$ cat config.mk
export PLATFORM = sky130hd
export DESIGN_NAME = ams_seq
export DESIGN_NICKNAME = d
export VERILOG_FILES = /design/src/hw/ams_apb_slave.v /design/src/hw/ams_baud_gen.v /design/src/hw/ams_seq.v
export VERILOG_INCLUDE_DIRS = /design/src /design/src/hw
export SDC_FILE = /design/constraint.sdc
export NUM_CORES = 1
export LEC_CHECK = 0
export BUFFER_PORTS_ARGS = -buffer_cell sky130_fd_sc_hd__buf_2
export CAP_MARGIN = 25
export CORE_AREA = 2 2 122 65
export CTS_CLUSTER_SIZE = 12
export DETAILED_ROUTE_END_ITERATION = 12
export DIE_AREA = 0 0 124 67
export PLACE_DENSITY = 0.79
export SLEW_MARGIN = 20
export SYNTH_ARGS = -nofsm -noshare
export SYNTH_HDL_FRONTEND = slang
export SYNTH_SLANG_ARGS = --single-unit
$ cat constraint.sdc
create_clock -name CLK_SYS_I -period 2.7 [get_ports CLK_SYS_I]
set_clock_uncertainty 0.15 [all_clocks]
set_input_delay 0.27 -clock CLK_SYS_I [delete_from_list [all_inputs] [get_ports CLK_SYS_I]]
set_output_delay 0.27 -clock CLK_SYS_I [all_outputs]
set_load 0.03 [all_outputs]
$ cat src/hw/ams_regs.vh
`ifndef AMS_REGS_VH
`define AMS_REGS_VH
// ----------------------------------------------------------------------
// Register map (byte addresses)
// ----------------------------------------------------------------------
`define AMS_CTRL_ADDR 12'h000
`define AMS_BAUD_ADDR 12'h004
`define AMS_STAT_ADDR 12'h008
`define AMS_MASK_ADDR 12'h00c
`define AMS_BUF_ADDR 12'h010
`define AMS_LINE_ADDR 12'h014
// ----------------------------------------------------------------------
// Field positions
// ----------------------------------------------------------------------
`define AMS_CTRL_ACK_EN 0
`define AMS_CTRL_ACK_DATA 1
`define AMS_CTRL_STOP_EN 2
`define AMS_CTRL_HOLD 3
`define AMS_ST_IRQ 0
`define AMS_ST_WRITE_COLLISION_FLAG 1
`define AMS_ST_STOP 2
`define AMS_ST_ACKDONE 3
`define AMS_ST_W 4
// ----------------------------------------------------------------------
// Reset values and timing counts
// ----------------------------------------------------------------------
`define AMS_BAUD_RST 16'h0009
`define AMS_BAUD_W 16
`endif

$ cat src/hw/ams_apb_slave.v
`timescale 1ns/1ps
// ----------------------------------------------------------------------
// APB slave front end: zero wait states, error on unmapped addresses.
// ----------------------------------------------------------------------
module ams_apb_slave (
    input wire clk_i,
    input wire rst_i,
    input wire psel_i,
    input wire penable_i,
    input wire pwrite_i,
    input wire [11:0] paddr_i,
    input wire [31:0] rdata_i,
    input wire hit_i,
    output wire wr_o,
    output wire rd_o,
    output reg [31:0] prdata_o,
    output reg pslverr_o
);
    // Access phase strobes; the slave always answers in the access cycle.
    assign wr_o = psel_i && penable_i && pwrite_i && hit_i;
    assign rd_o = psel_i && penable_i && !pwrite_i;

    // Read data and error are captured in the setup cycle.
    always @(posedge clk_i) begin
        if (rst_i) begin
            prdata_o <= 32'h0000_0000;
            pslverr_o <= 1'b0;
        end else if (psel_i && !penable_i) begin
            prdata_o <= pwrite_i ? 32'h0000_0000 : rdata_i;
            pslverr_o <= !hit_i;
        end
    end
endmodule // ams_apb_slave

$ cat src/hw/ams_baud_gen.v
`timescale 1ns/1ps
// ----------------------------------------------------------------------
// Baud generator: counts down from the reload value, pulses at zero.
// ----------------------------------------------------------------------
module ams_baud_gen #(
    parameter W = 16
) (
    input wire clk_i,
    input wire rst_i,
    input wire run_i,
    input wire load_i,
    input wire [W-1:0] reload_i,
    output reg tick_o
);
    reg [W-1:0] cnt_reg;

    // Reload on request, count while running, flag the rollover.
    always @(posedge clk_i) begin
        if (rst_i || !run_i || load_i) begin
            cnt_reg <= reload_i;
            tick_o <= 1'b0;
        end else if (cnt_reg == {W{1'b0}}) begin
            cnt_reg <= reload_i;
            tick_o <= 1'b1;
        end else begin
            cnt_reg <= cnt_reg - {{(W-1){1'b0}}, 1'b1};
            tick_o <= 1'b0;
        end
    end
endmodule // ams_baud_gen

$ cat src/hw/ams_seq.v
// Added by the designer: the register offsets and the APB interface to the registers.
`timescale 1ns/1ps
`include "ams_regs.vh"
// Functional notes
// - Setting the acknowledge enable pulls SCL low and puts the ack data bit on SDA.
// - Ack sequence waits one baud period, then releases SCL.
// - After SCL is seen high, wait one more period, then pull SCL low.
// - Then clear the acknowledge enable, stop the baud generator, go idle.
// - Buffer write during an ack sequence sets write collision, buffer kept.
// - After each byte, SCL stays held low after the ninth falling edge.
// - Setting the stop enable pulls SDA low.
// - Once SDA is seen low, reload the baud generator and count to zero.
// - On expiry release SCL; one period later release SDA.
// - SDA high while SCL high sets the stop-detected bit.
// - One period after stop detect, clear stop enable and set port irq flag.
// - Buffer write during a stop sequence sets write collision and is discarded.
module ams_seq (
    // Clock and reset
    input wire CLK_SYS_I,
    input wire SYS_RST_I,
    // APB
    input wire PSEL_I,
    input wire PENABLE_I,
    input wire PWRITE_I,
    input wire [11:0] PADDR_I,
    input wire [31:0] PWDATA_I,
    output wire [31:0] PRDATA_O,
    output reg PREADY_O,
    output wire PSLVERR_O,
    // Two-wire bus, open drain: enable low means pulling low
    input wire SCL_I,
    output reg SCL_O,
    output reg SCL_OE_N_O,
    input wire SDA_I,
    output reg SDA_O,
    output reg SDA_OE_N_O,
    // Byte engine hand-off
    input wire BYTE_DONE_I,
    // Interrupt
    output reg IRQ_O
);
    // ------------------------------------------------------------------
    // State codes
    // ------------------------------------------------------------------
    localparam [3:0] S_IDLE = 4'h0;
    localparam [3:0] S_ACK_LOW = 4'h1;
    localparam [3:0] S_ACK_WAIT_HI = 4'h2;
    localparam [3:0] S_ACK_HIGH = 4'h3;
    localparam [3:0] S_STOP_SDA = 4'h4;
    localparam [3:0] S_STOP_CNT = 4'h5;
    localparam [3:0] S_STOP_SCL = 4'h6;
    localparam [3:0] S_STOP_DET = 4'h7;
    localparam [3:0] S_STOP_END = 4'h8;

    reg [3:0] state_reg;
    reg [3:0] state_next;
    reg ack_seq_enable_reg;
    reg ack_data_value_reg;
    reg stop_seq_enable_reg;
    reg hold_low_reg;
    reg [`AMS_BAUD_W-1:0] baud_reload_reg;
    reg [`AMS_ST_W-1:0] stat_reg;
    reg [`AMS_ST_W-1:0] mask_reg;
    reg [7:0] serial_shift_buffer_reg;
    reg scl_low_next;
    reg sda_low_next;
    reg brg_run;
    reg brg_load;
    reg [31:0] rdata;
    reg hit;
    wire tick;
    wire wr;
    wire wr_ctrl;
    wire wr_baud;
    wire wr_stat;
    wire wr_mask;
    wire wr_buf;
    wire wr_buf_ok;
    wire busy;
    wire [`AMS_ST_W-1:0] ev;

    // ------------------------------------------------------------------
    // Helpers
    // ------------------------------------------------------------------
    // Address match used in several decodes.
    function is_addr;
        input [11:0] a;
        input [11:0] b;
        begin
            is_addr = (a == b);
        end
    endfunction

    // A sequence counts as running from the enable write until its own clear.
    assign busy = (state_reg != S_IDLE) || ack_seq_enable_reg || stop_seq_enable_reg;

    // ------------------------------------------------------------------
    // Bus slave
    // ------------------------------------------------------------------
    // Address decode and read mux.
    always @* begin
        hit = 1'b1;
        rdata = 32'h0000_0000;
        case (PADDR_I)
            `AMS_CTRL_ADDR: rdata = {28'h0000000, hold_low_reg, stop_seq_enable_reg,
                                     ack_data_value_reg, ack_seq_enable_reg};
            `AMS_BAUD_ADDR: rdata = {16'h0000, baud_reload_reg};
            `AMS_STAT_ADDR: rdata = {28'h0000000, stat_reg};
            `AMS_MASK_ADDR: rdata = {28'h0000000, mask_reg};
            `AMS_BUF_ADDR: rdata = {24'h000000, serial_shift_buffer_reg};
            `AMS_LINE_ADDR: rdata = {26'h0, state_reg, SDA_I, SCL_I};
            default: hit = 1'b0;
        endcase
    end

    ams_apb_slave u_apb (
        .clk_i(CLK_SYS_I),
        .rst_i(SYS_RST_I),
        .psel_i(PSEL_I),
        .penable_i(PENABLE_I),
        .pwrite_i(PWRITE_I),
        .paddr_i(PADDR_I),
        .rdata_i(rdata),
        .hit_i(hit),
        .wr_o(wr),
        .rd_o(),
        .prdata_o(PRDATA_O),
        .pslverr_o(PSLVERR_O)
    );

    // ------------------------------------------------------------------
    // Write strobes
    // ------------------------------------------------------------------
    // One strobe per writable register (all but the line register), taken in the access cycle of a mapped write.
    assign wr_ctrl = wr && is_addr(PADDR_I, `AMS_CTRL_ADDR);
    assign wr_baud = wr && is_addr(PADDR_I, `AMS_BAUD_ADDR);
    assign wr_stat = wr && is_addr(PADDR_I, `AMS_STAT_ADDR);
    assign wr_mask = wr && is_addr(PADDR_I, `AMS_MASK_ADDR);
    assign wr_buf = wr && is_addr(PADDR_I, `AMS_BUF_ADDR);
    // A buffer write is refused while any sequence is pending or running.
    assign wr_buf_ok = wr_buf && !busy;

    // ------------------------------------------------------------------
    // Baud generator
    // ------------------------------------------------------------------
    // Generator runs only while a sequence is active.
    // It is reloaded whenever a phase waits on a pin, so each count starts fresh.
    ams_baud_gen #(
        .W(`AMS_BAUD_W)
    ) u_brg (
        .clk_i(CLK_SYS_I),
        .rst_i(SYS_RST_I),
        .run_i(brg_run),
        .load_i(brg_load),
        .reload_i(baud_reload_reg),
        .tick_o(tick)
    );

    // ------------------------------------------------------------------
    // Sequencer
    // ------------------------------------------------------------------
    // Next state, line drives and generator control.
    // The tick and the pins are both registered, so a pin change lands two
    // clocks after the generator reaches zero.
    always @* begin
        state_next = state_reg;
        scl_low_next = hold_low_reg;
        sda_low_next = 1'b0;
        brg_run = 1'b0;
        brg_load = 1'b0;
        case (state_reg)
            S_IDLE: begin
                if (ack_seq_enable_reg) begin
                    state_next = S_ACK_LOW;
                    scl_low_next = 1'b1;
                    sda_low_next = !ack_data_value_reg;
                end else if (stop_seq_enable_reg) begin
                    state_next = S_STOP_SDA;
                    scl_low_next = 1'b1;
                    sda_low_next = 1'b1;
                end
            end
            S_ACK_LOW: begin
                brg_run = 1'b1;
                scl_low_next = 1'b1;
                sda_low_next = !ack_data_value_reg;
                if (tick) begin
                    state_next = S_ACK_WAIT_HI;
                    scl_low_next = 1'b0;
                end
            end
            S_ACK_WAIT_HI: begin
                scl_low_next = 1'b0;
                sda_low_next = !ack_data_value_reg;
                brg_load = 1'b1;
                brg_run = 1'b1;
                if (SCL_I) begin
                    state_next = S_ACK_HIGH;
                end
            end
            S_ACK_HIGH: begin
                brg_run = 1'b1;
                scl_low_next = 1'b0;
                sda_low_next = !ack_data_value_reg;
                if (tick) begin
                    state_next = S_IDLE;
                    scl_low_next = 1'b1;
                end
            end
            S_STOP_SDA: begin
                scl_low_next = 1'b1;
                sda_low_next = 1'b1;
                brg_load = 1'b1;
                brg_run = 1'b1;
                if (!SDA_I) begin
                    state_next = S_STOP_CNT;
                end
            end
            S_STOP_CNT: begin
                brg_run = 1'b1;
                scl_low_next = 1'b1;
                sda_low_next = 1'b1;
                if (tick) begin
                    state_next = S_STOP_SCL;
                    scl_low_next = 1'b0;
                end
            end
            S_STOP_SCL: begin
                brg_run = 1'b1;
                scl_low_next = 1'b0;
                sda_low_next = 1'b1;
                if (tick) begin
                    state_next = S_STOP_DET;
                    sda_low_next = 1'b0;
                end
            end
            S_STOP_DET: begin
                scl_low_next = 1'b0;
                brg_load = 1'b1;
                brg_run = 1'b1;
                if (SDA_I && SCL_I) begin
                    state_next = S_STOP_END;
                end
            end
            S_STOP_END: begin
                brg_run = 1'b1;
                scl_low_next = 1'b0;
                if (tick) begin
                    state_next = S_IDLE;
                end
            end
            default: begin
                state_next = S_IDLE;
            end
        endcase
    end

    // Events raised this cycle, each a one-cycle pulse.
    // Write collision covers both sequences, so one flag serves ack and stop.
    assign ev[`AMS_ST_IRQ] = (state_reg == S_STOP_END) && tick;
    assign ev[`AMS_ST_WRITE_COLLISION_FLAG] = wr_buf && busy;
    assign ev[`AMS_ST_STOP] = (state_reg == S_STOP_DET) && SDA_I && SCL_I;
    assign ev[`AMS_ST_ACKDONE] = (state_reg == S_ACK_HIGH) && tick;

    // ------------------------------------------------------------------
    // Registers and pins
    // ------------------------------------------------------------------
    // Control bits: software sets, hardware clears the enables at sequence end; hold is set by byte done and ack end, cleared at stop end.
    // A control write wins over the hardware clears; software must not write mid-sequence.
    always @(posedge CLK_SYS_I) begin
        if (SYS_RST_I) begin
            state_reg <= S_IDLE;
            ack_seq_enable_reg <= 1'b0;
            ack_data_value_reg <= 1'b0;
            stop_seq_enable_reg <= 1'b0;
            hold_low_reg <= 1'b0;
            baud_reload_reg <= `AMS_BAUD_RST;
            mask_reg <= {`AMS_ST_W{1'b0}};
            serial_shift_buffer_reg <= 8'h00;
        end else begin
            state_reg <= state_next;
            if (wr_ctrl) begin
                ack_seq_enable_reg <= PWDATA_I[`AMS_CTRL_ACK_EN];
                ack_data_value_reg <= PWDATA_I[`AMS_CTRL_ACK_DATA];
                stop_seq_enable_reg <= PWDATA_I[`AMS_CTRL_STOP_EN];
                hold_low_reg <= PWDATA_I[`AMS_CTRL_HOLD];
            end else begin
                if (ev[`AMS_ST_ACKDONE]) begin
                    ack_seq_enable_reg <= 1'b0;
                end
                if (ev[`AMS_ST_IRQ]) begin
                    stop_seq_enable_reg <= 1'b0;
                end
                if (BYTE_DONE_I) begin
                    hold_low_reg <= 1'b1;
                end else if (ev[`AMS_ST_ACKDONE] || ev[`AMS_ST_IRQ]) begin
                    hold_low_reg <= ev[`AMS_ST_ACKDONE];
                end
            end
            if (wr_baud) begin
                baud_reload_reg <= PWDATA_I[`AMS_BAUD_W-1:0];
            end
            if (wr_mask) begin
                mask_reg <= PWDATA_I[`AMS_ST_W-1:0];
            end
            if (wr_buf_ok) begin
                serial_shift_buffer_reg <= PWDATA_I[7:0];
            end
        end
    end

    // Sticky status: a new event wins over a write-one clear.
    always @(posedge CLK_SYS_I) begin
        if (SYS_RST_I) begin
            stat_reg <= {`AMS_ST_W{1'b0}};
        end else if (wr_stat) begin
            stat_reg <= (stat_reg & ~PWDATA_I[`AMS_ST_W-1:0]) | ev;
        end else begin
            stat_reg <= stat_reg | ev;
        end
    end

    // Registered pin drives and interrupt level.
    // Enable low means the pin is pulled low; the data output mirrors the enable.
    always @(posedge CLK_SYS_I) begin
        if (SYS_RST_I) begin
            SCL_O <= 1'b1;
            SCL_OE_N_O <= 1'b1;
            SDA_O <= 1'b1;
            SDA_OE_N_O <= 1'b1;
            IRQ_O <= 1'b0;
            PREADY_O <= 1'b0;
        end else begin
            SCL_O <= !scl_low_next;
            SCL_OE_N_O <= !scl_low_next;
            SDA_O <= !sda_low_next;
            SDA_OE_N_O <= !sda_low_next;
            IRQ_O <= |((stat_reg | ev) & mask_reg);
            PREADY_O <= 1'b1;
        end
    end
endmodule // ams_seq

==> flow_summary.ini <==
[run_status]
status = finished clean

[critical_path]
rr_endpoint = serial_shift_buffer_reg[2]
r2r_slack_ps = 410
startpoint_type = flip-flop
required_ps = 2760
cp_max_fo = 11
end_kind = flip-flop
critPathKind = flip-flop to flip-flop
r2r-start = state_reg[0]
arrival_ps = 2350
rr_worst_depth = 6

[die]
core_sq_um = 7160
fp.dieW_microns = 124
num_rows = 22
initial_core_util_pct = 53.3
dieArea_sq_um = 8310
fp.dieH_microns = 67
io_pins = 91

[worst_hold_path]
min_to = baud_reload_reg[15]
hp-class = input port to flip-flop
hold_start = PWDATA_I[15]
whs_path_depth = 3

[yosys]
ys_ff_latch = 78
ys_types = 62
ys_warn_count = 0
synth_top_area_share_pct = 40.9
synth_edf_count = 0
synth_top_area_cell = dfxtp_1
ys_dominant_reg_cell = dfxtp_1
seq_area_frac_synth_pct = 40.9
synth-async-reset-ratio_pct = 0
synth_area_leaders = dfxtp_1 41%, mux2i_1 5.5%, nand2_1 5.0%
postSynthCellCount = 425
syn_avg_cell_area_sq_um = 8.98
syn_area_sq_um = 3810

[sta]
slew_headroom_pct = 47.2
fin_setup_tns_ps = 0
finalHoldViolations = 0
slew_viol_final = 0
period_share_pct = 85.0
fmax_ghz = 0.436
rsz0062_at_grt = no
finalSetupViolCount = 0
final.min_clock_period_ps = 2290
worst_slew_pin_slew_ps = 792

[cts]
cts.clk_slew.worst_paths_ps = 60
cts.htree.levels = 3
cts_tree = yes
clk_latency_ps = 340
postCtsSetupRepairBufs = 0
ctsResizeCount = 0
clk_path_buf_depth = 2
cts_hold_buf = 0
cts-root-buf = clkbuf_16
cts_buffers = 9
cts.sinks = 78

[route]
post_drt_wl_per_cell_microns = 17.1
first_pass_iters = 5
first_iter_violations = 447
viasPerCell = 5.70
num_vias = 3289
antenna_left = 0
drc = 0
routed_wl_microns = 9890

[layout]
fillCellCount = 606
nets = 531
area_growth_pct = 16.2
final_common_cell = dfxtp_1
finalNonFillerCells = 577
antennaDiodeCount = 0
layout_common_cells = 78 x dfxtp_1, 58 x buf_2, 51 x nand2_1
fin_area_sq_um = 4430
drive_gt1_share_pct = 23.1

[global_route]
grt.overflow.total = 0
grt_pass1_vias = 2983
grt_max_degree = 47
grt.total_usage_pct = 25.4
grt_pass1_wl_microns = 15500
antenna_found_initial = 0

[place]
placed_area_sq_um = 4110
routabilityCongestion = 0.966
port_buffers = 58
placedCellCount = 562
dpl.hpwl_microns = 7240

[power_and_ir_drop]
leakage_uw = 0.00181
power.density_nw_per_um2 = 647
peakVddDrop_v = 0.000434

[run]
drv_cap = 0
==> metal layers <==
metal  up-vias  track usage [%]  part of all wire [%]
met2       172             33.6                    38
met4         0             7.58                   1.0
met5         -                0                     0
li1       1575                -                     -
met1      1530             37.4                    50
met3        12             9.59                    11
==> through the flow <==
step / power [uW] / hold WS [ps] / utilization (%) / worst slack [ps]
detailed placement: 1570 / 297 / 57.4 / 429
global route: 2950 / 25.4 / 61.9 / 276
CTS: 2870 / 13.8 / 61.9 / 425
floorplan: 1480 / 220 / - / 598
finish: 2870 / 23.8 / 61.9 / 406
global placement: 1560 / 291 / 57.4 / 462
==> cells in the mapped netlist, types with 3 or more instances <==
cell and n:
a21oi_1 27, a22oi_1 10, and3_1 3, buf_2 5, buf_4 18, clkbuf_1 17
dfxtp_1 78, inv_1 7, mux2_2 8, mux2_4 8, mux2i_1 21, nand2_1 51
nand2b_1 5, nand3_1 9, nand3b_1 4, nand4_1 4, nor2_1 43, nor2b_1 9
nor3_1 8, nor3b_1 3, nor4_1 4, o211ai_1 3, o21ai_0 13, o32ai_1 3
xnor2_1 7, xor2_1 7
==> worst max path at each step <==
stage,slack (ps),cells past startpoint,from,end
2_1_floorplan,600,6,u_brg.cnt_reg[2],u_brg.cnt_reg[10]
4_1_cts,420,5,u_brg.cnt_reg[2],u_brg.cnt_reg[15]
3_5_place_dp,430,7,PADDR_I[2],serial_shift_buffer_reg[2]
6_report,410,6,state_reg[0],serial_shift_buffer_reg[2]
3_3_place_gp,460,5,u_brg.cnt_reg[2],u_brg.cnt_reg[2]
5_1_grt,280,6,state_reg[1],serial_shift_buffer_reg[1]
==> kinds of logic after synthesis <==
family	count (synthesis)	share of synthesized area (%)
XOR/XNOR	14	3.21
flip-flops	78	40.9
multiplexers	39	12.2
AND/OR/NAND/NOR	159	21.6
AO/OA/AOI/OAI	82	14.0
other	1	0.0983
adder cells (fa/ha/maj)	2	0.656
buffers and inverters	50	7.28
==> worst max-delay path, cell delays in order, from the launching register on <==
cell      delay, ps
dfxtp_1         420
nor3_1          390
nand3b_1        250
nor3b_1         400
buf_4           270
mux2i_1         210
nor2_1           60
==> area by class of cell <==
| type | instances | area (sq um) | area share, % |
|---|---|---|---|
| timing repair buffer | 68 | 365 | 8.24 |
| multi-input combinational | 312 | 2030 | 45.8 |
| tap | 96 | 120 | 2.71 |
| sequential | 78 | 1560 | 35.2 |
| inverter | 8 | 30.0 | 0.677 |
| clock inverter | 3 | 67.6 | 1.52 |
| clock buffer | 12 | 256 | 5.79 |
==> where the power goes <==
group,leakage (uW),internal (uW),switching (uW)
Clock,0.000155,854,453
Sequential,0.000630,1180,31.3
Combinational,0.00102,117,235
Total,0.00181,2150,720
(Power assumes the default switching activity.)
